--- src/acdpc_pkg.sv ---
package acdpc_pkg;
  // Register offsets (serial-port address space)
  localparam logic [9:0] POWER_MODE_SELECT_OFS = 10'h100;
  localparam logic [9:0] DIVIDER_SYNC_CONTROL_OFS = 10'h109;
  // Field positions
  localparam int PWR_MODE_LSB = 0;
  localparam int PWR_MODE_W = 3;
  localparam int SYNC_EN_BIT = 0;
  localparam int SYNC_ONCE_BIT = 1;
  // Reset values
  localparam logic [7:0] POWER_MODE_RST = 8'h00;
  localparam logic [7:0] SYNC_CTRL_RST = 8'h00;
  // Power-mode field codes
  localparam logic [2:0] PM_NORMAL = 3'h0;
  localparam logic [2:0] PM_POWER_DOWN = 3'h1;
  localparam logic [2:0] PM_STANDBY = 3'h2;
  // Divider limits
  localparam int DIV_MIN = 1;
  localparam int DIV_MAX = 8;
  localparam int DIV_W = 3;
  // Timing
  localparam int CLK_MHZ = 50;
  localparam int RELOCK_MAX_NS = 5000;
  localparam int RELOCK_CYC = (RELOCK_MAX_NS * CLK_MHZ) / 1000;
  localparam int WAKE_STBY_NS = 200;
  localparam int WAKE_STBY_CYC = (WAKE_STBY_NS * CLK_MHZ + 999) / 1000;
  localparam int WAKE_W = 16;
  localparam int DCR_MIN_MHZ = 20;

  // Register write carrier
  typedef struct packed {
    logic wr;
    logic [9:0] addr;
    logic [7:0] wdata;
  } acdpc_reg_req_t;

  // Power domain enables
  typedef struct packed {
    logic reference_on;
    logic ref_buffer_on;
    logic bias_on;
    logic clock_on;
    logic outputs_oe;
  } acdpc_pwr_t;
endpackage

--- src/acdpc_top.sv ---
`timescale 1ns/1ps
// Behaviour
// - Divide input clock by 1 to 8
// - Sync bits choose every or first sync
// - Accepted sync resets divider count
// - Sample on divided clock rising edge
// - Divider gives half-period high time at even ratios, restorer on or off
// - Restorer inactive below lower rate limit
// - Three-bit field selects power mode
// - Power-down by register or pin high
// - Outputs high impedance while powered down
// - Pin low returns to normal operation
// - Power-down turns off reference, bias, clock
// - Wake-up delay grows with down time
// - Standby keeps reference powered, faster wake
module acdpc_top #(
  parameter int DIV_RATIO_W = acdpc_pkg::DIV_W,
  parameter int RELOCK_CYCLES = acdpc_pkg::RELOCK_CYC
) (
  // Clock and reset
  input wire logic core_clk,
  input wire logic reset_n,
  // Serial-port register access
  input wire acdpc_pkg::acdpc_reg_req_t reg_req,
  input wire logic [DIV_RATIO_W-1:0] div_ratio_m1,
  input wire logic in_clk_slow,
  output logic [7:0] power_mode_rdata,
  output logic [7:0] sync_ctrl_rdata,
  // External pins
  input wire logic sync_pin,
  input wire logic power_off_pin,
  // Clock and power outputs
  output logic div_clk,
  output logic sample_pulse,
  output logic restorer_active,
  output logic restorer_locked,
  output acdpc_pkg::acdpc_pwr_t pwr,
  output logic ready
);
  // ************************************************************
  // Pin synchronisers
  // ************************************************************
  logic [2:0] sync_s_q, pd_s_q;
  logic sync_lvl_q, pd_lvl_q, sync_prev_q;
  logic sync_lvl_d, pd_lvl_d;

  always_comb begin
    sync_lvl_d = sync_lvl_q;
    pd_lvl_d = pd_lvl_q;
    // A change counts only once stages two and three agree
    if (sync_s_q[1] == sync_s_q[2]) sync_lvl_d = sync_s_q[2];
    if (pd_s_q[1] == pd_s_q[2]) pd_lvl_d = pd_s_q[2];
  end

  always_ff @(posedge core_clk) begin
    if (!reset_n) begin
      sync_s_q <= 3'h0;
      pd_s_q <= 3'h0;
      sync_lvl_q <= 1'b0;
      pd_lvl_q <= 1'b0;
      sync_prev_q <= 1'b0;
    end else begin
      sync_s_q <= {sync_s_q[1:0], sync_pin};
      pd_s_q <= {pd_s_q[1:0], power_off_pin};
      sync_lvl_q <= sync_lvl_d;
      pd_lvl_q <= pd_lvl_d;
      sync_prev_q <= sync_lvl_q;
    end
  end

  // ************************************************************
  // Registers
  // ************************************************************
  logic [7:0] pm_q, pm_d, sc_q, sc_d;
  logic armed_q, armed_d;
  logic sync_edge, sync_take;

  assign sync_edge = sync_lvl_q && !sync_prev_q;

  always_comb begin
    pm_d = pm_q;
    sc_d = sc_q;
    armed_d = armed_q;
    if (reg_req.wr && reg_req.addr == acdpc_pkg::POWER_MODE_SELECT_OFS) begin
      pm_d = reg_req.wdata;
    end
    if (reg_req.wr && reg_req.addr == acdpc_pkg::DIVIDER_SYNC_CONTROL_OFS) begin
      sc_d = reg_req.wdata;
      armed_d = 1'b1;
    end else if (sync_take && sc_q[acdpc_pkg::SYNC_ONCE_BIT]) begin
      armed_d = 1'b0;
    end
  end

  assign sync_take = sync_edge && sc_q[acdpc_pkg::SYNC_EN_BIT] &&
                     (!sc_q[acdpc_pkg::SYNC_ONCE_BIT] || armed_q);

  always_ff @(posedge core_clk) begin
    if (!reset_n) begin
      pm_q <= acdpc_pkg::POWER_MODE_RST;
      sc_q <= acdpc_pkg::SYNC_CTRL_RST;
      armed_q <= 1'b0;
    end else begin
      pm_q <= pm_d;
      sc_q <= sc_d;
      armed_q <= armed_d;
    end
  end

  // ************************************************************
  // Power state machine
  // ************************************************************
  typedef enum logic [3:0] {
    ACDPC_RUN = 4'b0001,
    ACDPC_DOWN = 4'b0010,
    ACDPC_STBY = 4'b0100,
    ACDPC_WAKE = 4'b1000
  } acdpc_state_t;

  acdpc_state_t st_q, st_d;
  logic [acdpc_pkg::WAKE_W-1:0] down_q, down_d;
  logic [2:0] mode;
  logic want_down, want_stby;

  assign mode = pm_q[acdpc_pkg::PWR_MODE_LSB +: acdpc_pkg::PWR_MODE_W];
  assign want_down = pd_lvl_q || mode == acdpc_pkg::PM_POWER_DOWN;
  assign want_stby = mode == acdpc_pkg::PM_STANDBY;

  always_comb begin
    st_d = st_q;
    down_d = down_q;
    unique case (st_q)
      ACDPC_RUN: begin
        down_d = '0;
        if (want_down) st_d = ACDPC_DOWN;
        else if (want_stby) st_d = ACDPC_STBY;
      end
      ACDPC_DOWN: begin
        if (down_q != '1) down_d = down_q + 1'b1;
        if (!want_down) st_d = ACDPC_WAKE;
      end
      ACDPC_STBY: begin
        down_d = acdpc_pkg::WAKE_STBY_CYC[acdpc_pkg::WAKE_W-1:0];
        if (want_down) st_d = ACDPC_DOWN;
        else if (!want_stby) st_d = ACDPC_WAKE;
      end
      // Recovery counts down the time spent down, or the fixed standby count after standby
      ACDPC_WAKE: begin
        if (want_down) st_d = ACDPC_DOWN;
        else if (down_q == '0) st_d = ACDPC_RUN;
        else down_d = down_q - 1'b1;
      end
    endcase
  end

  always_ff @(posedge core_clk) begin
    if (!reset_n) begin
      st_q <= ACDPC_RUN;
      down_q <= '0;
    end else begin
      st_q <= st_d;
      down_q <= down_d;
    end
  end

  // ************************************************************
  // Domain enables
  // ************************************************************
  acdpc_pkg::acdpc_pwr_t pwr_d;
  always_comb begin
    pwr_d.reference_on = st_q != ACDPC_DOWN;
    // Shut reference chain, bias and clock
    pwr_d.ref_buffer_on = !(st_q inside {ACDPC_DOWN, ACDPC_STBY});
    pwr_d.bias_on = !(st_q inside {ACDPC_DOWN, ACDPC_STBY});
    pwr_d.clock_on = !(st_q inside {ACDPC_DOWN, ACDPC_STBY});
    pwr_d.outputs_oe = st_q == ACDPC_RUN;
  end

  always_ff @(posedge core_clk) begin
    if (!reset_n) pwr <= '0;
    else pwr <= pwr_d;
  end

  // ************************************************************
  // Divider and duty-cycle restorer
  // ************************************************************
  // Ratio one to eight
  // Divided clock to sampling and restorer
  acdpc_divider #(.DW(DIV_RATIO_W)) u_div (
    .core_clk(core_clk),
    .reset_n(reset_n),
    .run(pwr_d.clock_on),
    .realign(sync_take),
    .ratio_m1(div_ratio_m1),
    .div_clk(div_clk),
    .sample_pulse(sample_pulse)
  );

  logic [DIV_RATIO_W-1:0] ratio_prev_q;
  logic [15:0] relock_q, relock_d;
  logic act_d;

  always_comb begin
    // Restorer live, divider sets half period
    act_d = pwr_d.clock_on && !in_clk_slow;
    relock_d = relock_q;
    if (!act_d || div_ratio_m1 != ratio_prev_q) begin
      relock_d = 16'(RELOCK_CYCLES);
    end else if (relock_q != '0) begin
      relock_d = relock_q - 1'b1;
    end
  end

  always_ff @(posedge core_clk) begin
    if (!reset_n) begin
      relock_q <= 16'(RELOCK_CYCLES);
      ratio_prev_q <= '0;
      restorer_active <= 1'b0;
    end else begin
      relock_q <= relock_d;
      ratio_prev_q <= div_ratio_m1;
      restorer_active <= act_d;
    end
  end

  assign restorer_locked = restorer_active && relock_q == '0;
  assign ready = st_q == ACDPC_RUN;
  assign power_mode_rdata = pm_q;
  assign sync_ctrl_rdata = sc_q;

  // ************************************************************
  // Checks
  // ************************************************************
  property p_pin_down;
    @(posedge core_clk) disable iff (!reset_n)
      pd_lvl_q |=> st_q == ACDPC_DOWN;
  endproperty
  a_pin_down: assert property (p_pin_down) else $error("pin ignored");

  property p_hiz;
    @(posedge core_clk) disable iff (!reset_n)
      st_q == ACDPC_DOWN |=> !pwr.outputs_oe && !pwr.clock_on;
  endproperty
  a_hiz: assert property (p_hiz) else $error("drivers on in down");

  property p_stby_ref;
    @(posedge core_clk) disable iff (!reset_n)
      st_q == ACDPC_STBY |=> pwr.reference_on && !pwr.bias_on;
  endproperty
  a_stby_ref: assert property (p_stby_ref) else $error("standby ref");

  property p_sync_reset;
    @(posedge core_clk) disable iff (!reset_n)
      sync_take && pwr_d.clock_on |=> !div_clk ##1 div_clk;
  endproperty
  a_sync_reset: assert property (p_sync_reset) else $error("no realign");

  property p_sync_off;
    @(posedge core_clk) disable iff (!reset_n)
      !sc_q[acdpc_pkg::SYNC_EN_BIT] |-> !sync_take;
  endproperty
  a_sync_off: assert property (p_sync_off) else $error("sync taken");

  property p_slow;
    @(posedge core_clk) disable iff (!reset_n)
      in_clk_slow |=> !restorer_active;
  endproperty
  a_slow: assert property (p_slow) else $error("restorer on slow");

  property p_wake_len;
    @(posedge core_clk) disable iff (!reset_n)
      st_q == ACDPC_DOWN ##1 st_q == ACDPC_WAKE && !want_down |=> !ready;
  endproperty
  a_wake_len: assert property (p_wake_len) else $error("instant wake");

  property p_mode_down;
    @(posedge core_clk) disable iff (!reset_n)
      mode == acdpc_pkg::PM_POWER_DOWN && st_q == ACDPC_RUN
        |=> st_q == ACDPC_DOWN;
  endproperty
  a_mode_down: assert property (p_mode_down) else $error("mode ignored");

  property p_sample_edge;
    @(posedge core_clk) disable iff (!reset_n)
      sample_pulse |-> div_clk;
  endproperty
  a_sample_edge: assert property (p_sample_edge) else $error("edge");
endmodule

--- src/acdpc_divider.sv ---
`timescale 1ns/1ps
module acdpc_divider #(
  parameter int DW = 3
) (
  // Clock and reset
  input wire logic core_clk,
  input wire logic reset_n,
  // Control
  input wire logic run,
  input wire logic realign,
  input wire logic [DW-1:0] ratio_m1,
  // Divided clock
  output logic div_clk,
  output logic sample_pulse
);
  logic [DW-1:0] cnt_q, cnt_d;
  logic clk_q, clk_d;
  logic pls_q, pls_d;
  logic [DW:0] half;

  always_comb begin
    half = ({1'b0, ratio_m1} + {{DW{1'b0}}, 1'b1}) >> 1;
    cnt_d = cnt_q;
    clk_d = clk_q;
    pls_d = 1'b0;
    if (!run || realign) begin
      // Same initial count in every aligned device
      cnt_d = '0;
      clk_d = 1'b0;
    end else begin
      if (cnt_q == ratio_m1) begin
        cnt_d = '0;
      end else begin
        cnt_d = cnt_q + 1'b1;
      end
      // Rising (sampling) edge at count zero, falling at mid period
      // Pulse with rise
      if (cnt_q == '0) begin
        clk_d = 1'b1;
        pls_d = 1'b1;
      end
      if ({1'b0, cnt_q} == half && ratio_m1 != '0) begin
        clk_d = 1'b0;
      end
    end
  end

  always_ff @(posedge core_clk) begin
    if (!reset_n) begin
      cnt_q <= '0;
      clk_q <= 1'b0;
      pls_q <= 1'b0;
    end else begin
      cnt_q <= cnt_d;
      clk_q <= clk_d;
      pls_q <= pls_d;
    end
  end

  assign div_clk = clk_q;
  assign sample_pulse = pls_q;
endmodule

--- config.mk ---
export PLATFORM = sky130hd
export DESIGN_NAME = acdpc_top
export DESIGN_NICKNAME = d
export VERILOG_FILES = /design/src/acdpc_pkg.sv /design/src/acdpc_top.sv /design/src/acdpc_divider.sv
export SDC_FILE = /design/constraint.sdc
export NUM_CORES = 1
export LEC_CHECK = 0
export ABC_AREA = 1
export BUFFER_PORTS_ARGS = -buffer_cell sky130_fd_sc_hd__buf_2
export CAP_MARGIN = 5
export CORE_ASPECT_RATIO = 2
export CORE_MARGIN = 10
export CORE_UTILIZATION = 25
export CTS_CLUSTER_SIZE = 8
export DETAILED_ROUTE_END_ITERATION = 16
export PLACE_DENSITY = 0.46
export SYNTH_ARGS = -nofsm -noshare
export SYNTH_HDL_FRONTEND = slang
export SYNTH_SLANG_ARGS = --single-unit
--- constraint.sdc ---
create_clock -name core_clk -period 2 [get_ports core_clk]
set_input_delay 0.4 -clock core_clk [delete_from_list [all_inputs] [get_ports core_clk]]
set_output_delay 0.4 -clock core_clk [all_outputs]
set_load 0.05 [all_outputs]
==> results.sh <==
export IMPL_die_w_um=111.3
export IMPL_syn_avg_cell_area_sq_um=6.849
export IMPL_fmax_mhz=495.9
export IMPL_nFillCells=1784
export IMPL_status="finished with violations"
export IMPL_tightest_slew_ps=590.9
export IMPL_start_util_pct=25.47
export IMPL_drc=0
export IMPL_synth_area_sq_um=4164
export IMPL_rsz0062_at_grt="yes"
export IMPL_place_hpwl_um=9546
export IMPL_yosysMostFrequentCell="nand2_1"
export IMPL_max_cap_viol_count=0
export IMPL_synth_cell_types=42
export IMPL_numClockSinks=74
export IMPL_r2r_start="st_q[3]"
export IMPL_start_kind="flop"
export IMPL_worstSetupEndpointType="output pin"
export IMPL_min_to="sync_s_q[0]"
export IMPL_h_tree_depth=3
export IMPL_synth_async_reset_ratio_pct=0
export IMPL_whs_ps=239.6
export IMPL_min_path_type="input pin to flop"
export IMPL_io_pins=53
export IMPL_finalHoldViolCount=0
export IMPL_portBuffers=52
export IMPL_grt_pass1_wl_um=20400
export IMPL_synth_edf_count=0
export IMPL_hold_start="sync_pin"
export IMPL_arrival_ps=1620
export IMPL_fin_nets=723
export IMPL_ff2ff_path_depth=15
export IMPL_criticalPathCategory="flop to output pin"
export IMPL_first_global_vias=4324
export IMPL_worstPathMaxFanout=2
export IMPL_antenna_found_initial=0
export IMPL_avgViaCountPerCell=4.701
export IMPL_drtIter0Drc=173
export IMPL_synth_warnings=0
export IMPL_drt_pass1_iterations=4
export IMPL_grt_overflow=0
export IMPL_synth_top_area_share_pct=35.58
export IMPL_skew_ps=9.856
export IMPL_grt_start_max_net_pins=29
export IMPL_synth_largest_area_cell="dfxtp_1"
export IMPL_synth_net_count=644
export IMPL_max_slew_margin_pct=60.55
export IMPL_clk_path_buf_depth=2
export IMPL_power_density_nw_per_um2=666.6
export IMPL_yosysSeqAreaShare_pct=35.58
export IMPL_power_mw=3.500
export IMPL_cts_root_buf="clkbuf_16"
export IMPL_postSynthCellCount=608
export IMPL_gp_congestion=0.8841
export IMPL_core_area_sq_um=16350
export IMPL_fp_dieH_um=202.5
export IMPL_cts_tree="done"
export IMPL_cts_buffers_inserted=9
export IMPL_hold_depth=3
export IMPL_yosys_top_cells_count="122 x nand2_1, 88 x inv_1, 75 x nor2_1"
export IMPL_ys_ff_latch=74
export IMPL_synth_ff_type="dfxtp_1"
export IMPL_regToRegSetupSlack_ps=90
export IMPL_dieArea_sq_um=22530
export IMPL_power_leakage_nw=2.532
export IMPL_r2r_end="down_q[11]"
export IMPL_drive_gt1_share_pct=25.00
export IMPL_clk_latency_ps=340
export IMPL_post_drt_wl_per_cell_um=13.88
export IMPL_path_clk_slew_ps=70
export IMPL_rows=66
export IMPL_cp_required_ps=1600
export IMPL_violations="setup timing"
export IMPL_postCtsHoldBufs=0
export IMPL_finalSetupViolations=1
export IMPL_layout_min_cycle_time_ps=2017
export IMPL_area_growth_pct=26.08
export IMPL_antenna_cells=0
export IMPL_period_share_pct=100.8
export IMPL_grt_use_total_pct=10.89
export IMPL_routed_wl_um=12440
export IMPL_synth_area_leaders="dfxtp_1 36%, nand2_1 11%, inv_1 7.9%"
export IMPL_worst_slack_ps=-16.67
export IMPL_detail_route_antenna_nets=0
export IMPL_vias=4212
export IMPL_vdd_ir_drop_max_v=0.0003641
export IMPL_drv_slew=0
cells by family after synthesis:
group                      count (synthesis)  share of synthesized area, %
AOI/OAI and AO/OA                         87                         12.26
xor gates and xnor gates                  21                         4.417
adders and majority gates                  9                         2.704
buffers and inverters                    109                         11.24
DFF                                       74                         35.58
and+or+nand+nor                          308                         33.80
area by class of cell:
| class | instances | area, sq um | share of cell area, % |
|---|---|---|---|
| Tap cell | 204 | 255.2 | 4.862 |
| Multi-Input combinational cell | 425 | 2320 | 44.18 |
| Timing Repair Buffer | 85 | 534.3 | 10.18 |
| Inverter | 92 | 347.8 | 6.625 |
| Clock buffer | 9 | 225.2 | 4.290 |
| Clock inverter | 7 | 66.31 | 1.263 |
| Sequential cell | 74 | 1501 | 28.60 |
state kept, by name, indices dropped and copies added, names as in the netlist:
signal,count
down_q,16
pd_lvl_q,1
sync_s_q,3
u_div.sample_pulse,1
relock_q,16
u_div.cnt_q,3
u_div.div_clk,1
st_q,4
armed_q,1
pwr,3
sync_lvl_q,1
sync_prev_q,1
power_mode_rdata,8
ratio_prev_q,3
pd_s_q,3
sync_ctrl_rdata,8
restorer_active,1
worst max path at each step:
stage / startpoint / to / slack [ps] / cells after the start
after floorplan: st_q[3] / down_q[14] / 20 / 15
after CTS: relock_q[11] / restorer_locked / -30 / 8
after global placement: st_q[0] / relock_q[3] / -7 / 10
final: relock_q[4] / restorer_locked / -20 / 8
after detailed placement: st_q[0] / relock_q[7] / -30 / 10
after global routing: relock_q[4] / restorer_locked / -120 / 8
worst max-delay path, stage by stage (launching register included):
cell     delay, ps
dfxtp_4        360
nor2_4         120
nand2_2         80
nor2_2         110
nand4_1        130
nor2_2         150
inv_1           70
nor2_2         100
buf_6          170
per-stage QoR:
step           instance area (sq um)  TNS (ps)  util, %  worst slack, ps  instances
6_report                        5250    -16.67    32.11           -16.67        896
3_5_place_dp                    4730    -101.8    28.93           -34.35        868
4_1_cts                         5072    -26.68    31.02           -26.68        888
5_1_grt                         5250    -147.0    32.11           -117.9        896
3_3_place_gp                    4730    -10.24    28.93           -7.479        868
2_1_floorplan                   4167         0        -            22.06        608
routing by layer:
layer,global-route usage [%],part of all wire (%)
met1,10.24,38
met2,21.24,56
met3,2.303,4.0
met4,5.489,2.1
met5,0,0
layout by cell type (no fill, tap or decap), drive strengths merged:
cell type,n
nand2,140
inv,97
buf,85
nor2,82
dfxtp,74
nand3,50
a21oi,40
o21ai,22
xor2,14
nand4,12
nor3,11
clkbuf,9
ha,9
a211oi,8
xnor2,7
nand3b,4
o31ai,4
nor4,4
o21bai,4
or2,2
nor3b,2
o22ai,2
clkinv,2
a211o,1
o211ai,1
o41ai,1
a31o,1
a21boi,1
a41oi,1
and2,1
o21ba,1
timing repair:
action | 4_1_cts | 5_1_grt
pin swaps | 3 | 10
resized for setup | 11 | 35
setup buffers | 4 | 8
endpoints found under the setup margin | 7 | 24
power breakdown:
| part | internal (mW) | leakage, nW | switching [mW] |
|---|---|---|---|
| clock network | 0.876 | 0.145 | 0.730 |
| logic | 0.109 | 1.78 | 0.244 |
| registers | 1.51 | 0.603 | 0.0289 |
| total | 2.50 | 2.53 | 1.00 |
No activity file was read; power rests on OpenSTA's default activity.
